===== config.mk =====
export PLATFORM = sky130hd
export DESIGN_NAME = fvom_mapper
export DESIGN_NICKNAME = d
export VERILOG_FILES = /design/src/logic/fvom_pkg.sv /design/src/logic/fvom_mapper.sv /design/src/logic/fvom_out_latch.sv
export VERILOG_INCLUDE_DIRS = /design/src /design/src/logic
export SDC_FILE = /design/constraint.sdc
export NUM_CORES = 1
export LEC_CHECK = 0
export CORE_AREA = 3 3 67 69
export DETAILED_ROUTE_END_ITERATION = 10
export DIE_AREA = 0 0 70 72
export DONT_BUFFER_PORTS = 1
export PLACE_DENSITY = 0.74
export SYNTH_ARGS = -nofsm -noshare
export SYNTH_HDL_FRONTEND = slang
export SYNTH_HIERARCHICAL = 1
export SYNTH_SLANG_ARGS = --single-unit

===== constraint.sdc =====
create_clock -name clock_in -period 2.7 [get_ports clock_in]
set_input_delay 0.54 -clock clock_in [delete_from_list [all_inputs] [get_ports clock_in]]
set_output_delay 0.54 -clock clock_in [all_outputs]
set_load 0.01 [all_outputs]

===== src/logic/fvom_regs.svh =====
// constants for the valve output mapper
`ifndef FVOM_REGS_SVH
`define FVOM_REGS_SVH
`define FVOM_POINTS_16       16
`define FVOM_POINTS_32       32
`define FVOM_OUT_BYTES_16    3'h2
`define FVOM_OUT_BYTES_32    3'h4
`define FVOM_IN_BYTES        3'h2
`define FVOM_IN_CONN_BYTES   3'h6
`define FVOM_IN_HDR_BYTES    3'h4
`define FVOM_ASM_OUT_16      8'h64
`define FVOM_ASM_OUT_32      8'h65
`define FVOM_ASM_IN          8'h6e
`define FVOM_IN_IMAGE        16'h0000
`endif


===== src/logic/fvom_pkg.sv =====
// types for the valve output mapper
package fvom_pkg;
   typedef enum logic [1:0] {
      FVOM_IDLE,
      FVOM_RUN,
      FVOM_FAULT
   } fvom_state_t;
endpackage


===== src/logic/fvom_mapper.sv =====
// output process-data mapper driving solenoid valve points
//
// What this block does
// - accepts scanner output data and drives 16 or 32 valve outputs from it.
// - returns a two-byte input image, all bits reserved and zero.
// - word 0 bits drive points 0..15; word 1 drives points 16..31.
// - output assembly is 100 for 16 points, 101 for 32 points.
// - output assembly is 2 bytes for 16 points, 4 bytes for 32 points.
// - error state and polarity come from unit settings, not process data.
`timescale 1ns/1ps
`include "fvom_regs.svh"
module fvom_mapper
   import fvom_pkg::*;
#(
   parameter bit WIDE = 1'b1
) (
   // clock and reset
   input  wire logic        clock_in,
   input  wire logic        resetn_in,
   // cyclic output data from the scanner
   input  wire logic        out_valid_in,
   input  wire logic [7:0]  out_instance_in,
   input  wire logic [2:0]  out_size_in,
   input  wire logic [31:0] out_data_in,
   // connection state
   input  wire logic        comm_error_in,
   // unit settings
   input  wire logic        hold_on_error_in,
   input  wire logic        sourcing_output_polarity_in,
   // input image back to the scanner
   output logic [15:0]      in_data_out,
   output logic [2:0]       in_size_out,
   output logic [7:0]       in_instance_out,
   // acceptance
   output logic             out_ready_out,
   output logic             out_accept_out,
   output logic             out_reject_out,
   // solenoid drive
   output logic [31:0]      valve_on_out,
   output logic             sinking_output_polarity_out,
   output logic             sourcing_output_polarity_out,
   output logic             outputs_live_out
);
   localparam int POINTS = WIDE ? `FVOM_POINTS_32 : `FVOM_POINTS_16;

   fvom_state_t state_r;
   fvom_state_t state_nxt;
   logic        accept;
   logic        load;
   logic [31:0] load_data;
   logic [31:0] image;
   logic        accept_r;
   logic        reject_r;
   logic        pol_r;

   function automatic logic conn_ok(input logic [7:0] inst,
                                    input logic [2:0] size);
      if (WIDE) begin
         conn_ok = (inst == `FVOM_ASM_OUT_32)
                && (size == `FVOM_OUT_BYTES_32);
      end else begin
         conn_ok = (inst == `FVOM_ASM_OUT_16)
                && (size == `FVOM_OUT_BYTES_16);
      end
   endfunction

   // only matching instance and size are taken
   assign accept = out_valid_in && !comm_error_in
                && conn_ok(out_instance_in, out_size_in);
   assign out_ready_out = 1'b1;

   always_comb begin
      state_nxt = state_r;
      case (state_r)
         FVOM_IDLE: begin
            if (accept) begin
               state_nxt = FVOM_RUN;
            end
         end
         FVOM_RUN: begin
            if (comm_error_in) begin
               state_nxt = FVOM_FAULT;
            end
         end
         FVOM_FAULT: begin
            if (accept) begin
               state_nxt = FVOM_RUN;
            end
         end
         default: begin
            state_nxt = FVOM_IDLE;
         end
      endcase
   end

   always_ff @(posedge clock_in) begin
      if (!resetn_in) begin
         state_r <= FVOM_IDLE;
      end else begin
         state_r <= state_nxt;
      end
   end

   // upper word masked off on the narrow unit
   always_comb begin
      load      = 1'b0;
      load_data = '0;
      if (accept) begin
         load      = 1'b1;
         load_data = WIDE ? out_data_in
                          : {16'h0000, out_data_in[15:0]};
      end else if (state_r == FVOM_RUN && comm_error_in
                   && !hold_on_error_in) begin
         load      = 1'b1; // error state from unit setting
         load_data = '0;
      end
   end

   fvom_out_latch #(
      .WIDTH (32)
   ) u_latch (
      .clock_in  (clock_in),
      .resetn_in (resetn_in),
      .load_in   (load),
      .data_in   (load_data),
      .q_out     (image)
   );

   assign valve_on_out     = image;
   assign outputs_live_out = (state_r != FVOM_IDLE);

   always_ff @(posedge clock_in) begin
      if (!resetn_in) begin
         accept_r <= 1'b0;
         reject_r <= 1'b0;
      end else begin
         accept_r <= accept;
         reject_r <= out_valid_in && !accept;
      end
   end
   assign out_accept_out = accept_r;
   assign out_reject_out = reject_r;

   // polarity is a strap-like setting; sampled every clock, not from data
   always_ff @(posedge clock_in) begin
      if (!resetn_in) begin
         pol_r <= 1'b0;
      end else begin
         pol_r <= sourcing_output_polarity_in;
      end
   end
   assign sourcing_output_polarity_out = pol_r;
   assign sinking_output_polarity_out  = !pol_r;

   // input image: fixed reserved bytes regardless of variant
   assign in_data_out     = `FVOM_IN_IMAGE;
   assign in_size_out     = `FVOM_IN_BYTES;
   assign in_instance_out = `FVOM_ASM_IN;

   // mapping; a taken frame shows one edge after it is sampled
   outputs_dark_a: assert property (@(posedge clock_in)
      disable iff (!resetn_in)
      (state_r == FVOM_IDLE) |-> (valve_on_out == 32'h0))
      else $error("outputs energised before first data");
   map_load_a: assert property (@(posedge clock_in)
      disable iff (!resetn_in)
      accept |=> (valve_on_out[15:0] == $past(out_data_in[15:0])))
      else $error("low word not mapped");
   upper_word_a: assert property (@(posedge clock_in)
      disable iff (!resetn_in)
      (accept && WIDE)
      |=> (valve_on_out[31:16] == $past(out_data_in[31:16])))
      else $error("high word not mapped");
   narrow_high_a: assert property (@(posedge clock_in)
      disable iff (!resetn_in)
      !WIDE |-> (valve_on_out[31:16] == 16'h0))
      else $error("narrow unit drives upper points");
   points_a: assert property (@(posedge clock_in)
      disable iff (!resetn_in)
      (valve_on_out >> POINTS) == 32'h0)
      else $error("point beyond the variant energised");
   hold_image_a: assert property (@(posedge clock_in)
      disable iff (!resetn_in)
      (!accept && !(state_r == FVOM_RUN && comm_error_in
                    && !hold_on_error_in))
      |=> $stable(valve_on_out))
      else $error("outputs changed without a frame");
   accept_pulse_a: assert property (@(posedge clock_in)
      disable iff (!resetn_in)
      accept |=> (out_accept_out && !out_reject_out && outputs_live_out))
      else $error("taken frame not acknowledged");
   // refusals leave the solenoid image alone, except in the cycle the error clear fires
   wrong_conn_a: assert property (@(posedge clock_in)
      disable iff (!resetn_in)
      (out_valid_in && !conn_ok(out_instance_in, out_size_in)
       && !(state_r == FVOM_RUN && comm_error_in && !hold_on_error_in))
      |=> out_reject_out && $stable(valve_on_out))
      else $error("mismatched connection changed outputs");
   size_check_a: assert property (@(posedge clock_in)
      disable iff (!resetn_in)
      accept |-> (out_size_in == (WIDE ? `FVOM_OUT_BYTES_32
                                       : `FVOM_OUT_BYTES_16)))
      else $error("wrong size accepted");
   error_refuse_a: assert property (@(posedge clock_in)
      disable iff (!resetn_in)
      (out_valid_in && comm_error_in) |=> (out_reject_out && !out_accept_out))
      else $error("frame taken during communication error");
   input_image_a: assert property (@(posedge clock_in)
      disable iff (!resetn_in)
      (in_data_out == 16'h0) && (in_size_out == 3'h2))
      else $error("input image not reserved two bytes");
   // unit settings; a fresh frame may follow the clear at once
   error_clear_a: assert property (@(posedge clock_in)
      disable iff (!resetn_in)
      (state_r == FVOM_RUN && comm_error_in && !hold_on_error_in)
      |=> (valve_on_out == 32'h0)
          ##1 (out_accept_out || (valve_on_out == 32'h0)))
      else $error("error clear state not applied");
   error_hold_a: assert property (@(posedge clock_in)
      disable iff (!resetn_in)
      (state_r == FVOM_RUN && comm_error_in && hold_on_error_in)
      |=> $stable(valve_on_out))
      else $error("error hold state not applied");
   polarity_a: assert property (@(posedge clock_in)
      disable iff (!resetn_in)
      sourcing_output_polarity_out != sinking_output_polarity_out)
      else $error("polarity outputs disagree");
   polarity_follow_a: assert property (@(posedge clock_in)
      disable iff (!resetn_in)
      $past(resetn_in) |-> (sourcing_output_polarity_out
                            == $past(sourcing_output_polarity_in)))
      else $error("polarity setting not followed");
endmodule


===== src/logic/fvom_out_latch.sv =====
// output latch holding the solenoid image
`timescale 1ns/1ps
module fvom_out_latch #(
   parameter int WIDTH = 32
) (
   // clock and reset
   input  wire logic             clock_in,
   input  wire logic             resetn_in,
   // load port
   input  wire logic             load_in,
   input  wire logic [WIDTH-1:0] data_in,
   // image
   output logic      [WIDTH-1:0] q_out
);
   logic [WIDTH-1:0] q_r;

   always_ff @(posedge clock_in) begin
      if (!resetn_in) begin
         q_r <= '0;
      end else if (load_in) begin
         q_r <= data_in;
      end
   end

   assign q_out = q_r;
endmodule


==> impl_metrics.yaml, run 1 <==
status:
  outcome: "complete, no violations"
logic_synthesis:
  synth_cells: 193
  yosys_warnings: 6
  yosysSeqAreaShare_pct: 38.3
  synth_seq_cells: 37
  synth.distinct_cells: 22
  avgSynthCellArea_sq_um: 10.0
  syn-cell-area_sq_mm: 0.00193
job:
  cap_violations: 0
clocking:
  htree_levels: 2
  cts_buffers: 5
  cts_resized: 0
  insertion_delay_ns: 0.27
  cts.reportedPaths.clkPinSlew_ns: 0.07
  clock_sinks: 37
  clk_path_buf_depth: 2
  postCtsSetupBuffers: 0
  cts_tree: "yes"
  holdBufCountCts: 0
  ctsRootBufferMaster: "clkbuf_8"
placement:
  gp_congestion: 0.709
  dp_hpwl_mm: 2.28
  port_buffers: 0
  dpl_worst_slack_ns: 0.564
final_layout:
  n_antenna_cell: 0
  layout_commonest_cell: "dfxtp_1"
  area_delta_synth_final_pct: -3.95
  nets: 237
  drive_gt1_share_pct: 5.82
  finish.utilization_pct: 46.8
  final_cell_mix: "dfxtp_1, and2_1, nor2b_1"
detailed_routing:
  wl_mm: 3.20
  drt-initial-drc-count: 31
  vias: 1122
  viasPerCell: 4.69
  firstDrtPassIters: 4
  drc: 0
  wl_per_cell_um: 13.4
  ant_nets: 0
floorplan:
  die_w_um: 70
  core_area_sq_mm: 0.00397
  start_util_pct: 48.7
  row_count: 23
  dieArea_sq_mm: 0.00504
  fp.dieH_um: 72
  num_io_pins: 114
global_route:
  grt_usage_pct: 13.4
  antenna_found_initial: 0
  grt_pass1_wl_mm: 5.35
  grt_max_degree: 39
  grt_overflow_total: 0
  grt_pass1_vias: 1084
pwr:
  p_leak_nw: 0.663
  p_per_area_mw_per_mm2: 502
  peakVddDrop_mv: 0.245
  power_mw: 0.933
sta:
  fmax_mhz: 508
  grt_setup_unrepaired: "false"
  finalSetupViolations: 0
  slew_headroom_pct: 21.0
  setup_tns_ns: 0
  worst_pin_slew_ns: 1.18
  fin_skew_ns: 0.00468
  worst_slack_ns: 0.732
  final.period_utilization_pct: 72.9
  hold_viol: 0
  drv_slew: 0
  fin_crit_ns: 1.97
critical_path:
  worstReg2RegStart: "state_r[1]"
  crit_type: "register to register"
  worst-r2r-setup-slack_ns: 0.73
  start_kind: "register"
  cp.required_ns: 2.87
  crit_arrival_ns: 2.14
  reg2reg_to: "u_latch/q_out[12]"
  end_kind: "register"
  cp_max_fo: 32
  ff2ff_path_depth: 4
worst_hold_path:
  hp-class: "input pin to register"
  holdPathEnd: "out_reject_out"
  hold_start: "out_valid_in"
  hold_path_depth: 2
## stage by stage
stage | cells | hold WS (ns) | cell area, sq um
after floorplan | 219 | 0.474 | 2030
after global routing | 239 | 0.365 | 1860
after global placement | 231 | 0.504 | 1770
after CTS | 239 | 0.365 | 1860
after detailed placement | 231 | 0.508 | 1770
final | 239 | 0.375 | 1860
## cells in the mapped netlist
master / number / share of area (%)
nand2_1: 1 / 0.19
inv_1: 3 / 0.58
a31o_2: 1 / 0.45
clkbuf_1: 3 / 0.58
nor2b_1: 33 / 11
and2_1: 34 / 11
nand3_1: 1 / 0.26
nand3b_1: 1 / 0.39
o21bai_1: 1 / 0.39
and4_1: 1 / 0.45
buf_12: 3 / 3.1
nor4_1: 1 / 0.32
and4bb_1: 2 / 1.3
buf_4: 28 / 11
conb_1: 2 / 0.39
buf_6: 5 / 2.9
o22ai_1: 1 / 0.32
or2_2: 1 / 0.32
nor3b_1: 1 / 0.39
nor2_1: 1 / 0.19
mux2i_1: 32 / 17
dfxtp_1: 37 / 38
## worst max path at each step
stage,endpoint,startpoint,slack [ns],depth (start not counted)
2_1_floorplan,u_latch/q_out[0],out_size_in[1],0.76,9
3_3_place_gp,u_latch/q_out[28],comm_error_in,0.61,4
3_5_place_dp,u_latch/q_out[12],comm_error_in,0.56,4
4_1_cts,u_latch/q_out[12],state_r[1],0.69,4
5_1_grt,u_latch/q_out[9],state_r[1],0.55,4
6_report,u_latch/q_out[12],state_r[1],0.73,4
## cells by family (layout without fill, tap and decap cells)
group / Yosys count / count (layout) / synth area share (%)
DFF: 37 / 37 / 38.3
and+or+nand+nor: 77 / 77 / 25.5
buffers and inverters: 42 / 12 / 18.1
AOI/OAI and AO/OA: 3 / 3 / 1.17
other: 2 / 28 / 0.388
muxes: 32 / 32 / 16.6
## flip-flops by register name, indices dropped and copies added, names as in the netlist
name                          count
sourcing_output_polarity_out      1
u_latch/q_out                    32
state_r                           2
out_accept_out                    1
out_reject_out                    1
## worst max-delay path: stages, from the launching register on
cell	delay, ns
dfxtp_1	0.33
nand3b_1	0.22
o21bai_4	0.94
mux2i_1	0.29
nor2b_1	0.07
## power breakdown
part	switching, mW	internal, mW	total [mW]
registers	0.00165	0.547	0.549
logic	0.0199	0.00961	0.0295
clock network	0.176	0.179	0.354
total	0.197	0.735	0.933
## metal layers
| metal | up-vias | GRT usage (%) | routed length, um |
|---|---|---|---|
| met4 | 0 | 5.74 | 45 |
| met2 | 62 | 23.9 | 1610 |
| met1 | 508 | 13.4 | 1160 |
| li1 | 547 | - | - |
| met5 | - | 0 | 0 |
| met3 | 5 | 6.09 | 384 |
## final cells by class
| type | count | area (sq um) |
|---|---|---|
| Inverter | 3 | 11.3 |
| Timing Repair Buffer | 1 | 7.51 |
| Clock inverter | 2 | 10.0 |
| Clock buffer | 6 | 72.6 |
| Tap cell | 50 | 62.6 |
| Multi-Input combinational cell | 140 | 952 |
| Fill cell | 392 | 2110 |
| Sequential cell | 37 | 741 |
No activity file was read; power rests on OpenSTA's default activity.
==> inputs of run 2 (changes only) <==
--- a/config.mk
+++ b/config.mk
@@ -10,7 +10,7 @@
 export DETAILED_ROUTE_END_ITERATION = 10
 export DIE_AREA = 0 0 70 72
 export DONT_BUFFER_PORTS = 1
-export PLACE_DENSITY = 0.74
+export PLACE_DENSITY = 0.76
 export SYNTH_ARGS = -nofsm -noshare
 export SYNTH_HDL_FRONTEND = slang
 export SYNTH_HIERARCHICAL = 1
==> constraint.sdc (replaced) <==
create_clock -name clock_in -period 1.6 [get_ports clock_in]
set_input_delay 0.32 -clock clock_in [delete_from_list [all_inputs] [get_ports clock_in]]
set_output_delay 0.32 -clock clock_in [all_outputs]
set_load 0.01 [all_outputs]
==> impl_metrics.yaml, run 2 (synthesized netlist as in run 1, its figures left out) <==
final_layout:
  layout_commonest_cell: "dfxtp_1"
  largest_reg_flops: 32
  nets: 239
  area_delta_synth_final_pct: -1.68
  nFillCells: 397
  final_cell_mix: "dfxtp_1, and2_1, nor2b_1"
  drive_gt1_share_pct: 6.32
  n_antenna_cell: 0
critical_path:
  end_kind: "register"
  worstReg2RegStart: "state_r[1]"
  crit_type: "register to register"
  start_kind: "register"
  cp_max_fo: 16
  crit_start: "state_r[1]"
  cp.required_ns: 1.77
  crit_arrival_ns: 1.51
floorplan:
  start_util_pct: 48.7
  die_w_um: 70
  fp.dieH_um: 72
  core_area_sq_mm: 0.00397
  row_count: 23
  dieArea_sq_mm: 0.00504
  num_io_pins: 114
clocking:
  postCtsSetupBuffers: 0
  insertion_delay_ns: 0.28
  clk_path_buf_depth: 2
  cts_tree: "yes"
  ctsRootBufferMaster: "clkbuf_8"
  cts_buffers: 5
  cts.reportedPaths.clkPinSlew_ns: 0.07
  holdBufCountCts: 0
  cts_resized: 0
  htree_levels: 2
  clock_sinks: 37
sta:
  fin_skew_ns: 0.00735
  fin_crit_ns: 1.35
  hold_viol: 0
  grt_setup_unrepaired: "false"
  final.period_utilization_pct: 84.3
  drv_slew: 0
  fmax_mhz: 742
  finalSetupViolations: 0
  whs_ns: 0.145
pwr:
  peakVddDrop_mv: 0.520
  p_leak_nw: 0.679
  p_per_area_mw_per_mm2: 846
  power_mw: 1.61
global_route:
  grt_max_degree: 39
  grt_pass1_wl_mm: 5.13
  grt_overflow_total: 0
  grt_usage_pct: 12.8
  antenna_found_initial: 0
  grt_pass1_vias: 1058
status:
  outcome: "complete, no violations"
placement:
  port_buffers: 0
  dp_hpwl_mm: 2.43
  gp_congestion: 0.637
detailed_routing:
  wl_per_cell_um: 13.5
  wl_mm: 3.24
  vias: 1117
  drt-initial-drc-count: 53
  ant_nets: 0
  viasPerCell: 4.65
  firstDrtPassIters: 3
  drc: 0
job:
  cap_violations: 0
worst_hold_path:
  hold_start: "out_valid_in"
  hp-class: "input pin to register"
-- run 2: path summary, 6_finish.rpt --
path | end | slack [ns] | cells past startpoint
setup / recovery | u_latch/q_out[14] | 0.25 | 5
hold / removal | out_reject_out | 0.14 | 2
setup reg to reg | u_latch/q_out[14] | 0.25 | 5
hold reg to reg | state_r[1] | 0.52 | 2
-- run 2: per-layer routing --
layer	GRT usage [%]	vias up	routed length, um	share of wire, %
li1	-	551	-	-
met1	14.5	495	1200	37
met2	20.5	69	1620	50
met3	6.65	2	395	12
met4	5.11	0	19	0.59
met5	0	-	0	0
-- run 2: area by class of cell --
class / count / area, sq um / share of cell area, %
Clock buffer: 7 / 86.3 / 4.54
Inverter: 3 / 11.3 / 0.592
Tap cell: 50 / 62.6 / 3.29
Sequential cell: 37 / 741 / 39.0
Timing Repair Buffer: 3 / 47.5 / 2.50
Multi-Input combinational cell: 140 / 952 / 50.1
-- run 2: critical path, stage by stage (launching register included) --
cell and delay [ns]:
dfxtp_1 0.33, nand3b_1 0.23, o21bai_4 0.21, buf_12 0.19, mux2i_1 0.20, nor2b_1 0.06
-- run 2: per-stage QoR --
stage | TNS (ns) | worst slack (ns) | utilization, % | cell area, sq um | cells
after floorplan | -3.35 | -0.112 | - | 2030 | 219
after global placement | 0 | 0.124 | 45.7 | 1810 | 233
after detailed placement | 0 | 0.0640 | 45.7 | 1810 | 233
after CTS | 0 | 0.235 | 47.9 | 1900 | 240
after global routing | 0 | 0.146 | 47.9 | 1900 | 240
final | 0 | 0.252 | 47.9 | 1900 | 240
-- run 2: report_power, final --
group / switching (mW) / internal [mW]
Combinational: 0.0336 / 0.0163
Sequential: 0.00251 / 0.923
Clock: 0.290 / 0.341
Total: 0.326 / 1.28
==> inputs of run 3 (changes only) <==
--- a/config.mk
+++ b/config.mk
@@ -6,11 +6,12 @@
 export SDC_FILE = /design/constraint.sdc
 export NUM_CORES = 1
 export LEC_CHECK = 0
-export CORE_AREA = 3 3 67 69
+export ABC_AREA = 1
+export CORE_AREA = 3 3 69 71
 export DETAILED_ROUTE_END_ITERATION = 10
-export DIE_AREA = 0 0 70 72
+export DIE_AREA = 0 0 72 74
 export DONT_BUFFER_PORTS = 1
-export PLACE_DENSITY = 0.76
+export PLACE_DENSITY = 0.77
 export SYNTH_ARGS = -nofsm -noshare
 export SYNTH_HDL_FRONTEND = slang
 export SYNTH_HIERARCHICAL = 1
==> constraint.sdc (replaced) <==
create_clock -name clock_in -period 1.2 [get_ports clock_in]
set_input_delay 0.24 -clock clock_in [delete_from_list [all_inputs] [get_ports clock_in]]
set_output_delay 0.24 -clock clock_in [all_outputs]
set_load 0.01 [all_outputs]
==> impl_metrics.yaml, run 3 <==
sta:
  fin_crit_ns: 1.27
  hold_viol: 0
  drv_slew: 0
  finalSetupViolations: 32
  worst_slack_ns: -0.0693
  fmax_mhz: 788
  grt_setup_unrepaired: "true"
  fin_skew_ns: 0.00161
  final.period_utilization_pct: 106
worst_hold_path:
  hp-class: "input pin to register"
  hold_start: "resetn_in"
  hold_path_depth: 2
  holdPathEnd: "sourcing_output_polarity_out"
logic_synthesis:
  synth_compound_gate_area_share_pct: 0.476
  synthMuxAreaShare_pct: 0
  yosys.cell_count.top_type: "nor2_1"
  yosysSeqAreaShare_pct: 35.2
  yosys_warnings: 6
  synth_edf_count: 0
  synth-xor-area-share_pct: 0
  avgSynthCellArea_sq_um: 6.19
  yosys-top-cells-area: "dfxtp_1, nor2_1, inv_1"
  synth_seq_cells: 37
  async_reset_ff_share_pct: 0
  syn-cell-area_sq_mm: 0.00210
  synth_cells: 340
  synth.distinct_cells: 15
  synth_top_area_share_pct: 35.2
  yosys.area.top_type: "dfxtp_1"
  synthTopCellsByCount: "nor2_1, inv_1, nand2_1"
  yosys.area_share.simple_pct: 34.5
  synth-adder-area-share_pct: 0
  synth_top_family_by_area: "simple AND/OR/NAND/NOR gates"
  synthFlopType: "dfxtp_1"
floorplan:
  fp.dieH_um: 74
  row_count: 24
  core_area_sq_mm: 0.00429
  die_w_um: 72
  num_io_pins: 114
  dieArea_sq_mm: 0.00533
  start_util_pct: 49.0
clocking:
  cts_tree: "yes"
  clock_sinks: 37
  cts_buffers: 5
  ctsRootBufferMaster: "clkbuf_8"
  cts.reportedPaths.clkPinSlew_ns: 0.07
  htree_levels: 2
  clk_path_buf_depth: 2
  insertion_delay_ns: 0.28
  holdBufCountCts: 0
critical_path:
  end_kind: "register"
  crit_type: "register to register"
  cp_max_fo: 6
  crit_buf_inv: 3
  ff2ff_path_depth: 9
  worstReg2RegStart: "state_r[0]"
  critical_path.cell_chain: "inv_2, nor2_4, nand2_4, o21ai_4, buf_6, clkbuf_16, nand2_1, nand2_1, nor2_1"
  worst-r2r-setup-slack_ns: -0.07
  critPathSlowestCell: "dfxtp_2"
  start_kind: "register"
  cp_top_family: "buffers and inverters"
  crit_top_cell: "nand2_1"
  reg2reg_to: "u_latch/q_out[3]"
  slowest_delay_ns: 0.34
  cp.required_ns: 1.38
  crit_arrival_ns: 1.45
detailed_routing:
  firstDrtPassIters: 4
  wl_per_cell_um: 9.99
  drc: 0
  wl_mm: 4.01
  ant_nets: 0
  viasPerCell: 4.20
  vias: 1686
  drt-initial-drc-count: 51
pwr:
  power_mw: 2.21
  p_sw_share_pct: 22.3
  peakVddDrop_mv: 0.567
  p_switching_mw: 0.494
  internal_power_mw: 1.72
  p_per_area_mw_per_mm2: 970
  power_frac_seq_pct: 55.8
  p_leak_nw: 1.14
  clkPwrFrac_pct: 39.1
  power_frac_comb_pct: 5.1
placement:
  gp_congestion: 0.716
  dp_hpwl_mm: 2.70
  dp_cells: 383
  dpl_cell_area_sq_mm: 0.00204
  port_buffers: 0
final_layout:
  layout_commonest_cell: "nor2_1"
  drive_gt1_share_pct: 11.5
  fin_cells: 401
  nets: 398
  finish.utilization_pct: 53.1
  largest_reg_flops: 32
  n_antenna_cell: 0
  final_cell_mix: "nor2_1, inv_1, nand2_1"
  area_delta_synth_final_pct: 8.38
  stdcell_area_sq_mm: 0.00228
global_route:
  grt_overflow_total: 0
  grt_max_degree: 36
  grt_pass1_wl_mm: 6.31
  grt_usage_pct: 15.1
  antenna_found_initial: 0
  grt_pass1_vias: 1461
job:
  cap_violations: 0
status:
  violations: "negative setup slack"
  outcome: "complete, but fails checks"
## run 3: cell types whose count changed after synthesis, sizes merged, moves of 2 or more
cell / delta
buf: +5
nor2b: -33
mux2i: -32
clkbuf: -3
nand2: +73
inv: +72
nor2: +106
and4bb: -2
and2: -34
## run 3: layout make-up
cell class | count | area, sq um
flip-flops and latches | 37 | 742
fillers | 467 | 2010
repair buffers | 17 | 234
clock buffers | 7 | 86.3
multi-input cells | 213 | 872
well taps | 52 | 65.1
inverters | 75 | 282
## run 3: cell families after synthesis
logic type             Yosys count
buffers and inverters          116
other                            2
DFF                             37
and+or+nand+nor                183
AOI/OAI and AO/OA                2
## run 3: routing by layer
| metal | GRT usage (%) | vias up | part of all wire, % |
|---|---|---|---|
| met4 | 5.64 | 0 | 0.52 |
| met3 | 6.49 | 2 | 9.3 |
| met5 | 0 | - | 0 |
| met1 | 16.9 | 716 | 41 |
| met2 | 25.7 | 71 | 49 |
| li1 | - | 897 | - |
## run 3: worst max path at each step
| stage | cells after the start | slack (ns) | end | start |
|---|---|---|---|---|
| after global routing | 9 | -0.14 | u_latch/q_out[6] | state_r[0] |
| after CTS | 9 | -0.07 | u_latch/q_out[1] | state_r[0] |
| after floorplan | 11 | 0.0005 | u_latch/q_out[22] | out_valid_in |
| after global placement | 8 | -0.06 | u_latch/q_out[26] | state_r[0] |
| after detailed placement | 8 | -0.12 | u_latch/q_out[24] | state_r[0] |
| final | 9 | -0.07 | u_latch/q_out[3] | state_r[0] |
## run 3: timing repair
| item | CTS | global route |
|---|---|---|
| setup buffers | 8 | 2 |
| endpoints found under the setup margin | 32 | 33 |
| resized for setup | 10 | 2 |
| cloned | 2 | 1 |
| pin swaps | 3 | 3 |
## run 3: power groups by stage
stage	sequential, mW	combinational [mW]	clock [mW]
after CTS	1.23	0.110	0.904
after floorplan	1.26	0.182	0
after detailed placement	1.26	0.109	0
after global placement	1.26	0.108	0
after global routing	1.23	0.131	0.963
final	1.24	0.112	0.865
## run 3: through the flow
step | setup WS [ns] | TNS, ns | hold slack (ns)
floorplan | 0.000465 | 0 | 0.333
global placement | -0.0585 | -1.26 | 0.338
detailed placement | -0.121 | -3.06 | 0.346
CTS | -0.0654 | -1.57 | 0.0401
global route | -0.136 | -3.50 | 0.0293
finish | -0.0693 | -1.29 | 0.0519
